$ cat src/hw/dcf_pkg.sv
// Shared constants for the dual-port 9-bit FIFO with register access
package dcf_pkg;
  // ----------------------------------------------------------------
  // Geometry
  // ----------------------------------------------------------------
  localparam int DATA_W = 9;
  localparam int DEPTH_DEFAULT = 64;
  localparam int OFS_DEFAULT = 7;
  localparam int SYNC_STAGES = 2;

  // ----------------------------------------------------------------
  // Register map, byte addresses
  // ----------------------------------------------------------------
  localparam int AXI_AW = 8;
  localparam logic [AXI_AW-1:0] REG_EMPTY_OFS = 8'h00;
  localparam logic [AXI_AW-1:0] REG_FULL_OFS = 8'h04;
  localparam logic [AXI_AW-1:0] REG_STATUS = 8'h08;
  localparam logic [AXI_AW-1:0] REG_LEVEL = 8'h0c;
  localparam logic [AXI_AW-1:0] REG_LAST_IN = 8'h10;

  // ----------------------------------------------------------------
  // Status fields and level fields
  // ----------------------------------------------------------------
  localparam int ST_FULL_N = 0;
  localparam int ST_AFULL_N = 1;
  localparam int ST_AEMPTY_N = 2;
  localparam int ST_EMPTY_N = 3;
  localparam int ST_TWO_WEN = 4;
  localparam int LVL_RD_POS = 16;

  // ----------------------------------------------------------------
  // Flag values held during reset
  // ----------------------------------------------------------------
  localparam logic FULL_N_RST = 1'b1;
  localparam logic AFULL_N_RST = 1'b1;
  localparam logic EMPTY_N_RST = 1'b0;
  localparam logic AEMPTY_N_RST = 1'b0;

  // ----------------------------------------------------------------
  // Bus responses
  // ----------------------------------------------------------------
  localparam logic [1:0] RESP_OKAY = 2'h0;
  localparam logic [1:0] RESP_SLVERR = 2'h2;
endpackage

$ cat src/hw/dcf_fifo.sv
// Dual-port 9-bit FIFO with pin ports, flags and an AXI4-Lite register slave
// Function
// - Reset returns both pointers to first location
// - Reset forces full flags high, empty low
// - Reset clears output register, loads default offsets
// - Nine-bit input bus and output bus
// - Flag mode: write when enable one low
// - Words stored in order, independent of reads
// - Enable one high holds input register
// - Full drives flag low, writes ignored
// - Read on full buffer releases full flag
// - Full flags change on aclk edges, set by writes, released by reads
// - Empty flags change on aclk edges, set by reads, released by writes
// - Asynchronous pins sampled through two sync stages on aclk
// - Both read enables low load output register
// - Either read enable high holds output
// - Empty drives flag low, reads ignored
// - Write on empty buffer releases empty flag
// - Output enable low drives bus, else released
// - Mode strap sampled while reset low
// - Two-enable mode needs enable two high
// - Almost-full low at capacity minus offset
// - Almost-empty low near empty by offset
module dcf_fifo
  import dcf_pkg::*;
#(
  parameter int DEPTH = DEPTH_DEFAULT
)(
  input wire logic aclk, // System clock
  input wire logic aresetn, // Synchronous reset, active low
  input wire logic reset_n, // FIFO reset pin, active low
  input wire logic [DATA_W-1:0] write_data_bus, // Write data pins
  input wire logic write_enable_one_n, // Write enable one, active low
  input wire logic write_enable_two_or_load, // Second write enable / mode strap
  input wire logic read_enable_one_n, // Read enable one, active low
  input wire logic read_enable_two_n, // Read enable two, active low
  input wire logic output_enable_n, // Output enable, active low
  output logic [DATA_W-1:0] read_data_bus, // Read data pins
  output logic read_data_oe, // High while read_data_bus is driven
  output logic full_flag_n, // Full, active low
  output logic almost_full_flag_n, // Almost full, active low
  output logic empty_flag_n, // Empty, active low
  output logic almost_empty_flag_n, // Almost empty, active low
  input wire logic [AXI_AW-1:0] s_axi_awaddr, // Write address
  input wire logic [2:0] s_axi_awprot, // Write protection, unused
  input wire logic s_axi_awvalid, // Write address valid
  output logic s_axi_awready, // Write address ready
  input wire logic [31:0] s_axi_wdata, // Write data
  input wire logic [3:0] s_axi_wstrb, // Write strobes
  input wire logic s_axi_wvalid, // Write data valid
  output logic s_axi_wready, // Write data ready
  output logic [1:0] s_axi_bresp, // Write response
  output logic s_axi_bvalid, // Write response valid
  input wire logic s_axi_bready, // Write response ready
  input wire logic [AXI_AW-1:0] s_axi_araddr, // Read address
  input wire logic [2:0] s_axi_arprot, // Read protection, unused
  input wire logic s_axi_arvalid, // Read address valid
  output logic s_axi_arready, // Read address ready
  output logic [31:0] s_axi_rdata, // Read data
  output logic [1:0] s_axi_rresp, // Read response
  output logic s_axi_rvalid, // Read data valid
  input wire logic s_axi_rready // Read data ready
);

  localparam int AW = $clog2(DEPTH);
  localparam int PW = AW + 1;
  localparam int PIN_W = DATA_W + 6;
  localparam logic [PW-1:0] DEPTH_P = PW'(DEPTH);
  localparam logic [AW-1:0] OFS_RST = AW'(OFS_DEFAULT);

  // Pointer arithmetic relies on natural wrap, so the depth must be a power of two
  // and large enough to hold the default offsets
  if (DEPTH < 16 || (1 << AW) != DEPTH) begin : g_bad_depth
    $error("DEPTH must be a power of two, at least 16");
  end

  // ----------------------------------------------------------------
  // Pin synchronisers
  // ----------------------------------------------------------------
  logic [PIN_W-1:0] pin_raw;
  logic [PIN_W-1:0] pin_s1_r;
  logic [PIN_W-1:0] pin_s2_r;

  assign pin_raw = {reset_n, output_enable_n, read_enable_two_n, read_enable_one_n,
                    write_enable_two_or_load, write_enable_one_n, write_data_bus};

  always_ff @(posedge aclk)
  begin
    if (!aresetn)
    begin
      pin_s1_r <= '0;
      pin_s2_r <= '0;
    end
    else
    begin
      pin_s1_r <= pin_raw;
      pin_s2_r <= pin_s1_r;
    end
  end

  logic [DATA_W-1:0] din_s;
  logic write_enable_one_n_n_s;
  logic wen2_s;
  logic read_enable_one_n_n_s;
  logic read_enable_two_n_n_s;
  logic oe_n_s;
  logic rst_n_s;

  assign din_s = pin_s2_r[DATA_W-1:0];
  assign write_enable_one_n_n_s = pin_s2_r[DATA_W];
  assign wen2_s = pin_s2_r[DATA_W+1];
  assign read_enable_one_n_n_s = pin_s2_r[DATA_W+2];
  assign read_enable_two_n_n_s = pin_s2_r[DATA_W+3];
  assign oe_n_s = pin_s2_r[DATA_W+4];
  assign rst_n_s = pin_s2_r[DATA_W+5];

  // Either the system reset or the FIFO reset pin clears the FIFO state
  logic fifo_rst;
  assign fifo_rst = !aresetn || !rst_n_s;

  // ----------------------------------------------------------------
  // Mode strap
  // ----------------------------------------------------------------
  logic two_wen_r;

  always_ff @(posedge aclk)
  begin
    if (fifo_rst)
      two_wen_r <= wen2_s;
  end

  // ----------------------------------------------------------------
  // Offset registers, written by software
  // ----------------------------------------------------------------
  logic [AW-1:0] empty_ofs_r;
  logic [AW-1:0] full_ofs_r;
  logic do_write;
  logic [AXI_AW-1:0] aw_addr_r;
  logic [31:0] w_data_r;
  logic [3:0] w_strb_r;

  always_ff @(posedge aclk)
  begin
    if (fifo_rst)
    begin
      empty_ofs_r <= OFS_RST;
      full_ofs_r <= OFS_RST;
    end
    else if (do_write && w_strb_r[0])
    begin
      if (aw_addr_r == REG_EMPTY_OFS)
        empty_ofs_r <= w_data_r[AW-1:0];
      if (aw_addr_r == REG_FULL_OFS)
        full_ofs_r <= w_data_r[AW-1:0];
    end
  end

  // ----------------------------------------------------------------
  // Gray helpers
  // ----------------------------------------------------------------
  function automatic logic [PW-1:0] gray2bin(input logic [PW-1:0] g);
    logic [PW-1:0] b;
    b[PW-1] = g[PW-1];
    for (int i = PW - 2; i >= 0; i--)
      b[i] = b[i+1] ^ g[i];
    return b;
  endfunction

  // ----------------------------------------------------------------
  // Write side
  // ----------------------------------------------------------------
  logic [PW-1:0] wptr_r;
  logic [PW-1:0] wptr_nxt;
  logic [PW-1:0] wgray_r;
  logic [PW-1:0] rgray_r;
  logic [PW-1:0] rgray_s1_r;
  logic [PW-1:0] rgray_s2_r;
  logic [PW-1:0] rptr_at_w;
  logic [PW-1:0] wlevel_nxt;
  logic [DATA_W-1:0] mem [DEPTH];
  logic [DATA_W-1:0] in_r;
  logic wr_en;
  logic full_n_r;
  logic afull_n_r;

  // A full FIFO ignores both enables
  assign wr_en = (two_wen_r ? (!write_enable_one_n_n_s && wen2_s) : !write_enable_one_n_n_s)
                 && full_n_r;
  assign wptr_nxt = wptr_r + PW'(wr_en);
  assign rptr_at_w = gray2bin(rgray_s2_r);
  assign wlevel_nxt = wptr_nxt - rptr_at_w;

  always_ff @(posedge aclk)
  begin
    if (fifo_rst)
    begin
      wptr_r <= '0;
      wgray_r <= '0;
    end
    else
    begin
      wptr_r <= wptr_nxt;
      wgray_r <= wptr_nxt ^ (wptr_nxt >> 1);
    end
  end

  // Enable high keeps the previous word in the input register
  always_ff @(posedge aclk)
  begin
    if (fifo_rst)
      in_r <= '0;
    else if (wr_en)
      in_r <= din_s;
  end

  always_ff @(posedge aclk)
  begin
    if (wr_en)
      mem[wptr_r[AW-1:0]] <= din_s;
  end

  // Read pointer seen from the write side
  always_ff @(posedge aclk)
  begin
    if (fifo_rst)
    begin
      rgray_s1_r <= '0;
      rgray_s2_r <= '0;
    end
    else
    begin
      rgray_s1_r <= rgray_r;
      rgray_s2_r <= rgray_s1_r;
    end
  end

  // The stale read pointer makes full pessimistic, never unsafe
  always_ff @(posedge aclk)
  begin
    if (fifo_rst)
    begin
      full_n_r <= FULL_N_RST;
      afull_n_r <= AFULL_N_RST;
    end
    else
    begin
      full_n_r <= (wlevel_nxt != DEPTH_P);
      afull_n_r <= (wlevel_nxt < DEPTH_P - {1'b0, full_ofs_r});
    end
  end

  // ----------------------------------------------------------------
  // Read side
  // ----------------------------------------------------------------
  logic [PW-1:0] rptr_r;
  logic [PW-1:0] rptr_nxt;
  logic [PW-1:0] wgray_s1_r;
  logic [PW-1:0] wgray_s2_r;
  logic [PW-1:0] wptr_at_r;
  logic [PW-1:0] rlevel_nxt;
  logic [DATA_W-1:0] out_r;
  logic rd_en;
  logic empty_n_r;
  logic aempty_n_r;

  assign rd_en = !read_enable_one_n_n_s && !read_enable_two_n_n_s
                 && empty_n_r;
  assign rptr_nxt = rptr_r + PW'(rd_en);
  assign wptr_at_r = gray2bin(wgray_s2_r);
  assign rlevel_nxt = wptr_at_r - rptr_nxt;

  always_ff @(posedge aclk)
  begin
    if (fifo_rst)
    begin
      rptr_r <= '0;
      rgray_r <= '0;
    end
    else
    begin
      rptr_r <= rptr_nxt;
      rgray_r <= rptr_nxt ^ (rptr_nxt >> 1);
    end
  end

  always_ff @(posedge aclk)
  begin
    if (fifo_rst)
      out_r <= '0;
    else if (rd_en)
      out_r <= mem[rptr_r[AW-1:0]];
  end

  // Write pointer seen from the read side
  always_ff @(posedge aclk)
  begin
    if (fifo_rst)
    begin
      wgray_s1_r <= '0;
      wgray_s2_r <= '0;
    end
    else
    begin
      wgray_s1_r <= wgray_r;
      wgray_s2_r <= wgray_s1_r;
    end
  end

  always_ff @(posedge aclk)
  begin
    if (fifo_rst)
    begin
      empty_n_r <= EMPTY_N_RST;
      aempty_n_r <= AEMPTY_N_RST;
    end
    else
    begin
      empty_n_r <= (rlevel_nxt != '0);
      aempty_n_r <= (rlevel_nxt > {1'b0, empty_ofs_r});
    end
  end

  assign full_flag_n = full_n_r;
  assign almost_full_flag_n = afull_n_r;
  assign empty_flag_n = empty_n_r;
  assign almost_empty_flag_n = aempty_n_r;
  assign read_data_bus = out_r;
  assign read_data_oe = !oe_n_s;

  // ----------------------------------------------------------------
  // AXI4-Lite write channel
  // ----------------------------------------------------------------
  logic aw_held_r;
  logic w_held_r;
  logic bvalid_r;
  logic [1:0] bresp_r;
  logic aw_map;

  assign s_axi_awready = !aw_held_r && !bvalid_r;
  assign s_axi_wready = !w_held_r && !bvalid_r;
  assign do_write = aw_held_r && w_held_r;
  assign aw_map = (aw_addr_r == REG_EMPTY_OFS) || (aw_addr_r == REG_FULL_OFS);

  always_ff @(posedge aclk)
  begin
    if (!aresetn)
    begin
      aw_held_r <= 1'b0;
      aw_addr_r <= '0;
    end
    else if (s_axi_awvalid && s_axi_awready)
    begin
      aw_held_r <= 1'b1;
      aw_addr_r <= s_axi_awaddr;
    end
    else if (do_write)
      aw_held_r <= 1'b0;
  end

  always_ff @(posedge aclk)
  begin
    if (!aresetn)
    begin
      w_held_r <= 1'b0;
      w_data_r <= '0;
      w_strb_r <= '0;
    end
    else if (s_axi_wvalid && s_axi_wready)
    begin
      w_held_r <= 1'b1;
      w_data_r <= s_axi_wdata;
      w_strb_r <= s_axi_wstrb;
    end
    else if (do_write)
      w_held_r <= 1'b0;
  end

  always_ff @(posedge aclk)
  begin
    if (!aresetn)
    begin
      bvalid_r <= 1'b0;
      bresp_r <= RESP_OKAY;
    end
    else if (do_write)
    begin
      bvalid_r <= 1'b1;
      bresp_r <= aw_map ? RESP_OKAY : RESP_SLVERR;
    end
    else if (s_axi_bready)
      bvalid_r <= 1'b0;
  end

  assign s_axi_bvalid = bvalid_r;
  assign s_axi_bresp = bresp_r;

  // ----------------------------------------------------------------
  // AXI4-Lite read channel
  // ----------------------------------------------------------------
  logic rvalid_r;
  logic [31:0] rdata_r;
  logic [1:0] rresp_r;
  logic [31:0] rd_mux;
  logic rd_map;

  always_comb
  begin
    rd_mux = '0;
    rd_map = 1'b1;
    unique case (s_axi_araddr)
      REG_EMPTY_OFS: rd_mux[AW-1:0] = empty_ofs_r;
      REG_FULL_OFS: rd_mux[AW-1:0] = full_ofs_r;
      REG_STATUS:
      begin
        rd_mux[ST_FULL_N] = full_n_r;
        rd_mux[ST_AFULL_N] = afull_n_r;
        rd_mux[ST_AEMPTY_N] = aempty_n_r;
        rd_mux[ST_EMPTY_N] = empty_n_r;
        rd_mux[ST_TWO_WEN] = two_wen_r;
      end
      REG_LEVEL:
      begin
        rd_mux[PW-1:0] = wptr_r - rptr_at_w;
        rd_mux[LVL_RD_POS +: PW] = wptr_at_r - rptr_r;
      end
      REG_LAST_IN: rd_mux[DATA_W-1:0] = in_r;
      default: rd_map = 1'b0;
    endcase
  end

  assign s_axi_arready = !rvalid_r;

  always_ff @(posedge aclk)
  begin
    if (!aresetn)
    begin
      rvalid_r <= 1'b0;
      rdata_r <= '0;
      rresp_r <= RESP_OKAY;
    end
    else if (s_axi_arvalid && s_axi_arready)
    begin
      rvalid_r <= 1'b1;
      rdata_r <= rd_mux;
      rresp_r <= rd_map ? RESP_OKAY : RESP_SLVERR;
    end
    else if (s_axi_rready)
      rvalid_r <= 1'b0;
  end

  assign s_axi_rvalid = rvalid_r;
  assign s_axi_rdata = rdata_r;
  assign s_axi_rresp = rresp_r;

endmodule

$ cat config.mk
export PLATFORM = sky130hd
export DESIGN_NAME = dcf_fifo
export DESIGN_NICKNAME = d
export VERILOG_FILES = /design/src/hw/dcf_pkg.sv /design/src/hw/dcf_fifo.sv
export SDC_FILE = /design/constraint.sdc
export NUM_CORES = 1
export LEC_CHECK = 0
export BUFFER_PORTS_ARGS = -buffer_cell sky130_fd_sc_hd__buf_4
export CAP_MARGIN = 20
export CORE_MARGIN = 10
export CORE_UTILIZATION = 48
export CTS_CLUSTER_SIZE = 8
export DETAILED_ROUTE_END_ITERATION = 8
export PLACE_DENSITY = 0.7
export SLEW_MARGIN = 20
export SYNTH_ARGS = -nofsm -noshare
export SYNTH_HDL_FRONTEND = slang
export SYNTH_SLANG_ARGS = --single-unit
export TNS_END_PERCENT = 30
$ cat constraint.sdc
create_clock -name aclk -period 5.36 [get_ports aclk]
set_clock_uncertainty 0.05 [all_clocks]
set_input_delay 0.536 -clock aclk [delete_from_list [all_inputs] [get_ports aclk]]
set_output_delay 0.536 -clock aclk [all_outputs]
set_load 0.02 [all_outputs]
==> run summary, run 1 <==
Largest net degree at the start of global routing = 107
# rows = 90
Period utilization = 79.50%
Simple-gate share of the synthesized area = 6.765%
Adder-Cell Fraction of Synth Area = 2.072%
DRC = 0
WP data arrival = 4760 ps
Die width = 266.7 um
Share of cells above drive strength 1 = 19.20%
Initial DRT Pass Iterations = 6
DRT iter0 DRCs = 1,635
Fmax = 0.2347 GHz
Worst vdd ir = 257.8 uV
Initial antenna violation count = 0
Worst Setup End Kind = register
Slew Viols, Final = 0
Io pins = 135
Global-route wire length before repair = 101,000 um
CP required = 5860 ps
CTS Hold Bufs = 0
Power Density = 362.0 mW/mm^2
PortBufs = 81
Clk slew on worst S/H paths = 60 ps
GPL Wtd Cong = 0.8323
Via count = 15,880
Post-CTS setup buffer count = 0
GRT Overall Usage = 18.67%
Critical path type = reg2reg
CTS max path bufs = 3
Maximum fanout along the worst path = 5
Area share of the leading cell type in the synthesized netlist = 59.29%
Synth area leaders = edfxtp_1, dfxtp_1, mux4_2
Post-synth top area cell = edfxtp_1
Clock sink count = 732
Dpl ws = 1081 ps
PnR worst setup slack = 1099 ps
Worst min path class = in2reg
Largest family of logic cells by synthesized area = multiplexers
Register area = 0.02045 mm^2
Worst Max-Slew Pin Slew = 1049 ps
DR vias/cell = 5.860
Synth Area in Compound Gates = 4.312%
Final setup TNS = 0 ps
Final number of setup-violating endpoints = 0
#FFs+latches synth = 732
Die area = 0.07115 mm^2
Fillers = 4,619
Final-report hold violation count = 0
Clk root buf = clkbuf_16
H-tree levels = 3
Layout Nets = 2,027
Register area share after synthesis = 69.91%
Per-cell routed wire length = 24.54 um
Number of global-route vias before repair = 16,440
Yosys cell types = 70
Die Y-Extent = 266.7 um
Clk_lat worst skew = 640 ps
Number of flops mapped to enable cells by yosys = 577
MaxCap Viol Count = 0
Syn. warnings = 0
FFs w/ async S/R, synth = 0%
Post-synthesis mux area share = 12.70%
GRT overflow = 0
Mapped Area = 0.02922 mm^2
RSZ-0062 raised after global routing = false
HPWL Detailed = 39,950 um
Primary FF master, synth = edfxtp_1
Post-CTS resize count = 0
Status = finished, final reports clean
ANT cells = 0
CTS tree = done
Fin crit period = 4261 ps
Slew HR = 30.02%
Cts bufs inserted = 101
Routed Wire Length = 66,470 um
Xor and xnor area share after synthesis = 1.901%
DRT antenna net count = 0
Cells after synthesis = 1,788
Starting density of the core = 48.42%
Core Box Area = 0.06036 mm^2
Leak = 12.25 nW
Multi-input logic area = 0.008193 mm^2
Avg Inst Size Synth = 16.34 um^2
CP Launch Type = register
Area Overhead vs Synth = 13.74%
[path summary, 6_finish.rpt]
check,start,endpoint,slack [ps],cells past startpoint
hold reg to reg,pin_s1_r[1]$_SDFF_PN0_,pin_s2_r[1]$_SDFF_PN0_,380,1
setup reg to reg,rgray_s2_r[6]$_SDFF_PP0_,almost_full_flag_n$_SDFF_PP1_,1100,17
setup / recovery,rgray_s2_r[6]$_SDFF_PP0_,almost_full_flag_n$_SDFF_PP1_,1100,17
hold / removal,write_data_bus[2],pin_s1_r[2]$_SDFF_PN0_,80,2
[final cells by class]
cell class              instances  share of cell area (%)
clock buffers                 123                   8.045
clock inverters                 6                  0.1506
inverters                      32                  0.3614
multi-input cells             933                   24.65
flip-flops and latches        732                   61.53
well taps                     782                   2.944
repair buffers                101                   2.319
[cell usage after synthesis, types with 4 or more instances]
master	number
o211ai_1	7
edfxtp_1	577
clkbuf_1	58
a22oi_1	38
nand2b_1	6
buf_2	15
and2_1	37
fa_1	4
nand3_1	20
o22ai_1	6
xor2_1	28
mux2i_1	75
nand2_1	96
and3_1	32
mux4_2	131
nor3_1	15
inv_1	27
a21boi_0	11
buf_6	5
buf_1	4
o21a_1	5
a21o_1	8
a221oi_1	4
buf_4	26
dfxtp_1	155
a21oi_1	56
o21ai_0	35
o211a_1	4
nor2b_1	24
nand4_1	15
ha_1	42
nor2_1	137
xnor2_1	28
[critical path: stages (launching register included)]
cell and delay [ps]:
dfxtp_1 350, xnor2_2 240, xor2_2 260, xor2_2 260, xor2_2 240, xor2_1 480
xnor2_1 220, ha_1 210, inv_1 60, fa_1 450, a21o_1 180, a21oi_1 230
xnor2_1 190, ha_1 270, o21ai_0 150, a21oi_1 60, o21a_1 160, o21ai_0 130
[placed cells by master, fill, tap and decap left out, types with 5 or more instances in the layout]
master,Yosys,routed
a21boi_0,11,11
a21o_1,8,8
a21oi_1,56,56
a22oi_1,38,38
and2_1,37,37
and3_1,32,32
buf_4,26,100
clkbuf_1,58,19
clkbuf_16,0,104
conb_1,1,18
dfxtp_1,155,144
dfxtp_2,0,8
edfxtp_1,577,577
ha_1,42,42
inv_1,27,27
mux2i_1,75,75
mux4_2,131,131
nand2_1,96,96
nand2b_1,6,6
nand3_1,20,20
nand4_1,15,15
nor2_1,137,136
nor2b_1,24,23
nor3_1,15,15
o211ai_1,7,7
o21a_1,5,5
o21ai_0,35,35
o22ai_1,6,6
xnor2_1,28,28
xor2_1,28,28
[sequential cells by signal (all words and copies together) (netlist names), 8 cells and up]
name and flops:
read_data_bus 9, mem 576, pin_s1_r 15, pin_s2_r 15, in_r 9, aw_addr_r 8
s_axi_rdata 16
[layer usage]
metal	track usage, %	routed length, um	vias up
li1	-	-	7023
met1	25.01	27560	8075
met2	29.72	31600	646
met3	3.626	5277	131
met4	7.385	2026	0
met5	0	0	-
[logic make-up after synthesis]
kind of cell | Yosys count
buffers and inverters | 140
XOR/XNOR | 60
AO/OA/AOI/OAI | 194
flip-flops | 732
multiplexers | 207
adder cells (fa/ha/maj) | 46
other | 1
AND/OR/NAND/NOR | 408
[power breakdown]
group / internal [mW] / switching, mW
Combinational: 0.0825 / 0.164
Clock: 3.42 / 2.19
Sequential: 6.15 / 0.0250
[through the flow]
stage               hold WS, ps  total power [mW]  cell area, um^2  utilization, %  instances
finish                    77.69             12.03            33240           55.07       2709
global route              72.18             12.35            33240           55.07       2709
CTS                       51.47             12.11            33230           55.06       2709
detailed placement        368.5             6.523            30510           50.55       2580
global placement          363.2             6.512            30510           50.55       2580
floorplan                 358.9             6.422            29290               -       1805
(Power assumes the default switching activity.)
==> run 2, diff against run 1 <==
--- a/config.mk
+++ b/config.mk
@@ -5,6 +5,7 @@
 export SDC_FILE = /design/constraint.sdc
 export NUM_CORES = 1
 export LEC_CHECK = 0
+export ABC_AREA = 1
 export BUFFER_PORTS_ARGS = -buffer_cell sky130_fd_sc_hd__buf_4
 export CAP_MARGIN = 20
 export CORE_MARGIN = 10
==> constraint.sdc (replaced) <==
create_clock -name aclk -period 4.1 [get_ports aclk]
set_clock_uncertainty 0.05 [all_clocks]
set_input_delay 0.41 -clock aclk [delete_from_list [all_inputs] [get_ports aclk]]
set_output_delay 0.41 -clock aclk [all_outputs]
set_load 0.02 [all_outputs]
==> run summary, run 2 <==
Power Total = 16.01 mW (+33%)
Highest routed layer = met4
R2r startpoint = rgray_s2_r[6]$_SDFF_PP0_
Worst Setup EP = almost_full_flag_n$_SDFF_PP1_
CTS tree = done
Via count = 21,870 (+38%)
Dpl ws = 260.4 ps (-820.3 ps)
Avg Inst Size Synth = 9.916 um^2 (-39%)
Cells after synthesis = 3,139 (+76%)
DRT iter0 DRCs = 2,056 (+26%)
Final-report hold violation count = 0 (unchanged)
H-tree levels = 3 (unchanged)
Adder-Cell Fraction of Synth Area = 1.946% (-0.13 points)
Wl on met1 = 32,390 um (+18%)
Core Box Area = 0.06435 mm^2 (+6.6%)
Slew Viols, Final = 0 (unchanged)
PortBufs = 81 (unchanged)
GRT Overall Usage = 20.07% (+1.4 points)
R2R depth = 21 (+4)
HPWL Detailed = 45,660 um (+14%)
Share of cells above drive strength 1 = 8.659% (-11 points)
CP Launch Type = register
Status = finished, final reports clean
CP required = 4610 ps (-1250 ps)
Syn. warnings = 0 (unchanged)
Critical path type = reg2reg
Io pins = 135 (unchanged)
DRT antenna net count = 0 (unchanged)
Maximum fanout along the worst path = 4 (-1)
Placed Area = 0.03271 mm^2 (+7.2%)
Count leader, synth = nand2_1
Cell Count, Final, Fillers Out = 4,204 (+55%)
Worst Setup End Kind = register
R2r setup slk = 330 ps (-770 ps)
# rows = 93 (+3.3%)
Area Overhead vs Synth = 15.34%
Primary FF master, synth = edfxtp_1
Layout Nets = 3,417 (+69%)
Number of flops mapped to enable cells by yosys = 577 (unchanged)
Worst Max-Slew Pin Slew = 1031 ps (-17.94 ps)
Post-synth top area cell = edfxtp_1
Final setup TNS = 0 ps (unchanged)
Die area = 0.07543 mm^2 (+6.0%)
Register area share after synthesis = 65.63% (-4.3 points)
Synth Area in Compound Gates = 3.501% (-0.81 points)
Starting density of the core = 48.37% (about the same)
Fmax = 0.2652 GHz (+13%)
Largest net degree at the start of global routing = 213 (+99%)
R2R Path End = almost_full_flag_n$_SDFF_PP1_
Commonest non-fill, non-tap cell in the layout = nand2_1
#FFs+latches synth = 732 (unchanged)
WP data arrival = 4280 ps (-480 ps)
CTS max path bufs = 3 (unchanged)
Power Density = 446.0 mW/mm^2 (+23%)
Slew HR = 31.29% (+1.3 points)
Number of global-route vias before repair = 20,900 (+27%)
Cts bufs inserted = 101 (unchanged)
Mapped Area = 0.03113 mm^2 (+6.5%)
Simple-gate share of the synthesized area = 21.54% (+15 points)
Fin crit period = 3771 ps (-490.5 ps)
DR vias/cell = 5.202 (-11%)
FFs w/ async S/R, synth = 0% (unchanged)
RSZ-0062 raised after global routing = false
Initial antenna violation count = 0 (unchanged)
Clk slew on worst S/H paths = 50 ps (about the same)
Xor and xnor area share after synthesis = 0.7597% (-1.1 points)
Post-synth top cells = nand2_1, edfxtp_1, nand3_1
Clock sink count = 732 (unchanged)
Synth area leaders = edfxtp_1, nand2_1, dfxtp_1
MaxCap Viol Count = 0 (unchanged)
GRT overflow = 0 (unchanged)
Yosys cell types = 38 (-46%)
Area share of the leading cell type in the synthesized netlist = 55.67% (-3.6 points)
Max reg flops = 576 (unchanged)
Die width = 274.7 um (+3.0%)
Post-CTS setup buffer count = 0 (unchanged)
Per-cell routed wire length = 18.22 um (-26%)
Routed wl met2 = 35,730 um (+13%)
Global-route wire length before repair = 117,900 um (+17%)
GPL Wtd Cong = 0.8634 (+3.7%)
Worst Setup SP = rgray_s2_r[6]$_SDFF_PP0_
Commonest non-fill, non-tap cells in the layout = nand2_1, edfxtp_1, nand3_1
Worst vdd ir = 355.4 uV (+38%)
DRC = 0 (unchanged)
Post-synthesis mux area share = 0% (-13 points)
Routed length on met3 = 6343 um (+20%)
Leak = 15.08 nW (+23%)
Routed Wire Length = 76,580 um (+15%)
Clk root buf = clkbuf_16
ANT cells = 0 (unchanged)
Clk_lat worst skew = 650 ps (about the same)
Worst min path class = in2reg
Finished Cell Area = 0.03590 mm^2 (+8.0%)
Initial DRT Pass Iterations = 6 (unchanged)
Die Y-Extent = 274.7 um (+3.0%)
Final number of setup-violating endpoints = 0 (unchanged)
Dpl cells = 4,012 (+56%)
PnR worst setup slack = 329.3 ps (-769.5 ps)
Largest family of logic cells by synthesized area = simple AND/OR/NAND/NOR gates
Period utilization = 91.97% (+12 points)
## run 2: changes by cell type in the layout (fill, tap and decap cells not counted), sizes merged, moves of 55 or more
cell / previous run / this run
a21oi: 56 / 111
nor2: 137 / 214
nand2: 96 / 1002
nand3: 20 / 385
inv: 33 / 340
buf: 101 / 156
mux4: 131 / 0
mux2i: 75 / 0
## run 2: how the worst min path moves through the flow
stage | from | endpoint | slack [ps] | cells past startpoint
after floorplan | pin_s1_r[0]$_SDFF_PN0_ | pin_s2_r[0]$_SDFF_PN0_ | 340 | 2
final | s_axi_wdata[3] | w_data_r[3]$_SDFFE_PN0P_ | 20 | 3
after CTS | s_axi_wdata[3] | w_data_r[3]$_SDFFE_PN0P_ | 1 | 3
after detailed placement | pin_s1_r[8]$_SDFF_PN0_ | pin_s2_r[8]$_SDFF_PN0_ | 350 | 2
after global routing | s_axi_wdata[3] | w_data_r[3]$_SDFFE_PN0P_ | 50 | 3
after global placement | wgray_r[4]$_SDFF_PP0_ | wgray_s1_r[4]$_SDFF_PP0_ | 340 | 2
## run 2: logic make-up after synthesis
group | count (synthesis)
AND/OR/NAND/NOR | 1633
XOR/XNOR | 27
flip-flops | 732
other | 1
AO/OA/AOI/OAI | 206
buffers and inverters | 494
adder cells (fa/ha/maj) | 46
## run 2: per-stage QoR
stage / hold slack [ps] / utilization, %
5_1_grt: 50.58 / 55.79
4_1_cts: 1.127 / 55.76
2_1_floorplan: 340.5 / -
3_5_place_dp: 346.7 / 50.84
3_3_place_gp: 343.5 / 50.84
6_report: 21.52 / 55.79
## run 2: cell type report
cell class	instances	area (um^2)
Clock inverter	7	131.4
Multi-Input combinational cell	1930	8723
Sequential cell	732	20450
Timing Repair Buffer	187	1519
Clock buffer	154	2726
Tap cell	855	1070
Inverter	339	1281
Fill cell	5399	28450
## run 2: worst max-delay path: stages, from the launching register on
cell and delay, ps:
dfxtp_1 330, xnor2_2 180, or2_2 320, nand2_2 110
nand2_1 90, nand3_1 110, nand2_1 130, nand2_1 100
nand3_1 70, nand2_1 100, ha_1 150, inv_1 60
fa_1 470, nand3_1 100, nand3_1 110, a21o_1 170
a21oi_1 150, xor2_1 200, ha_1 280, a21oi_1 140
o21ai_0 100, o21ai_0 170
## run 2: metal layers
| layer | vias up | global-route usage (%) |
|---|---|---|
| li1 | 10610 | - |
| met1 | 10260 | 26.99 |
| met2 | 851 | 32.19 |
| met3 | 147 | 3.569 |
| met4 | 0 | 7.490 |
| met5 | - | 0 |
## run 2: power by group
group	switching [mW]	total, mW	internal, mW
Combinational	0.197	0.307	0.110
Clock	3.02	7.61	4.59
Sequential	0.0611	8.10	8.03
## run 2: timing repair
| item | CTS | global route |
|---|---|---|
| hold endpoints to repair | 30 | 0 |
| setup endpoints to repair | 0 | 2 |
| hold buffers | 31 | 0 |
| resized for setup | 0 | 4 |
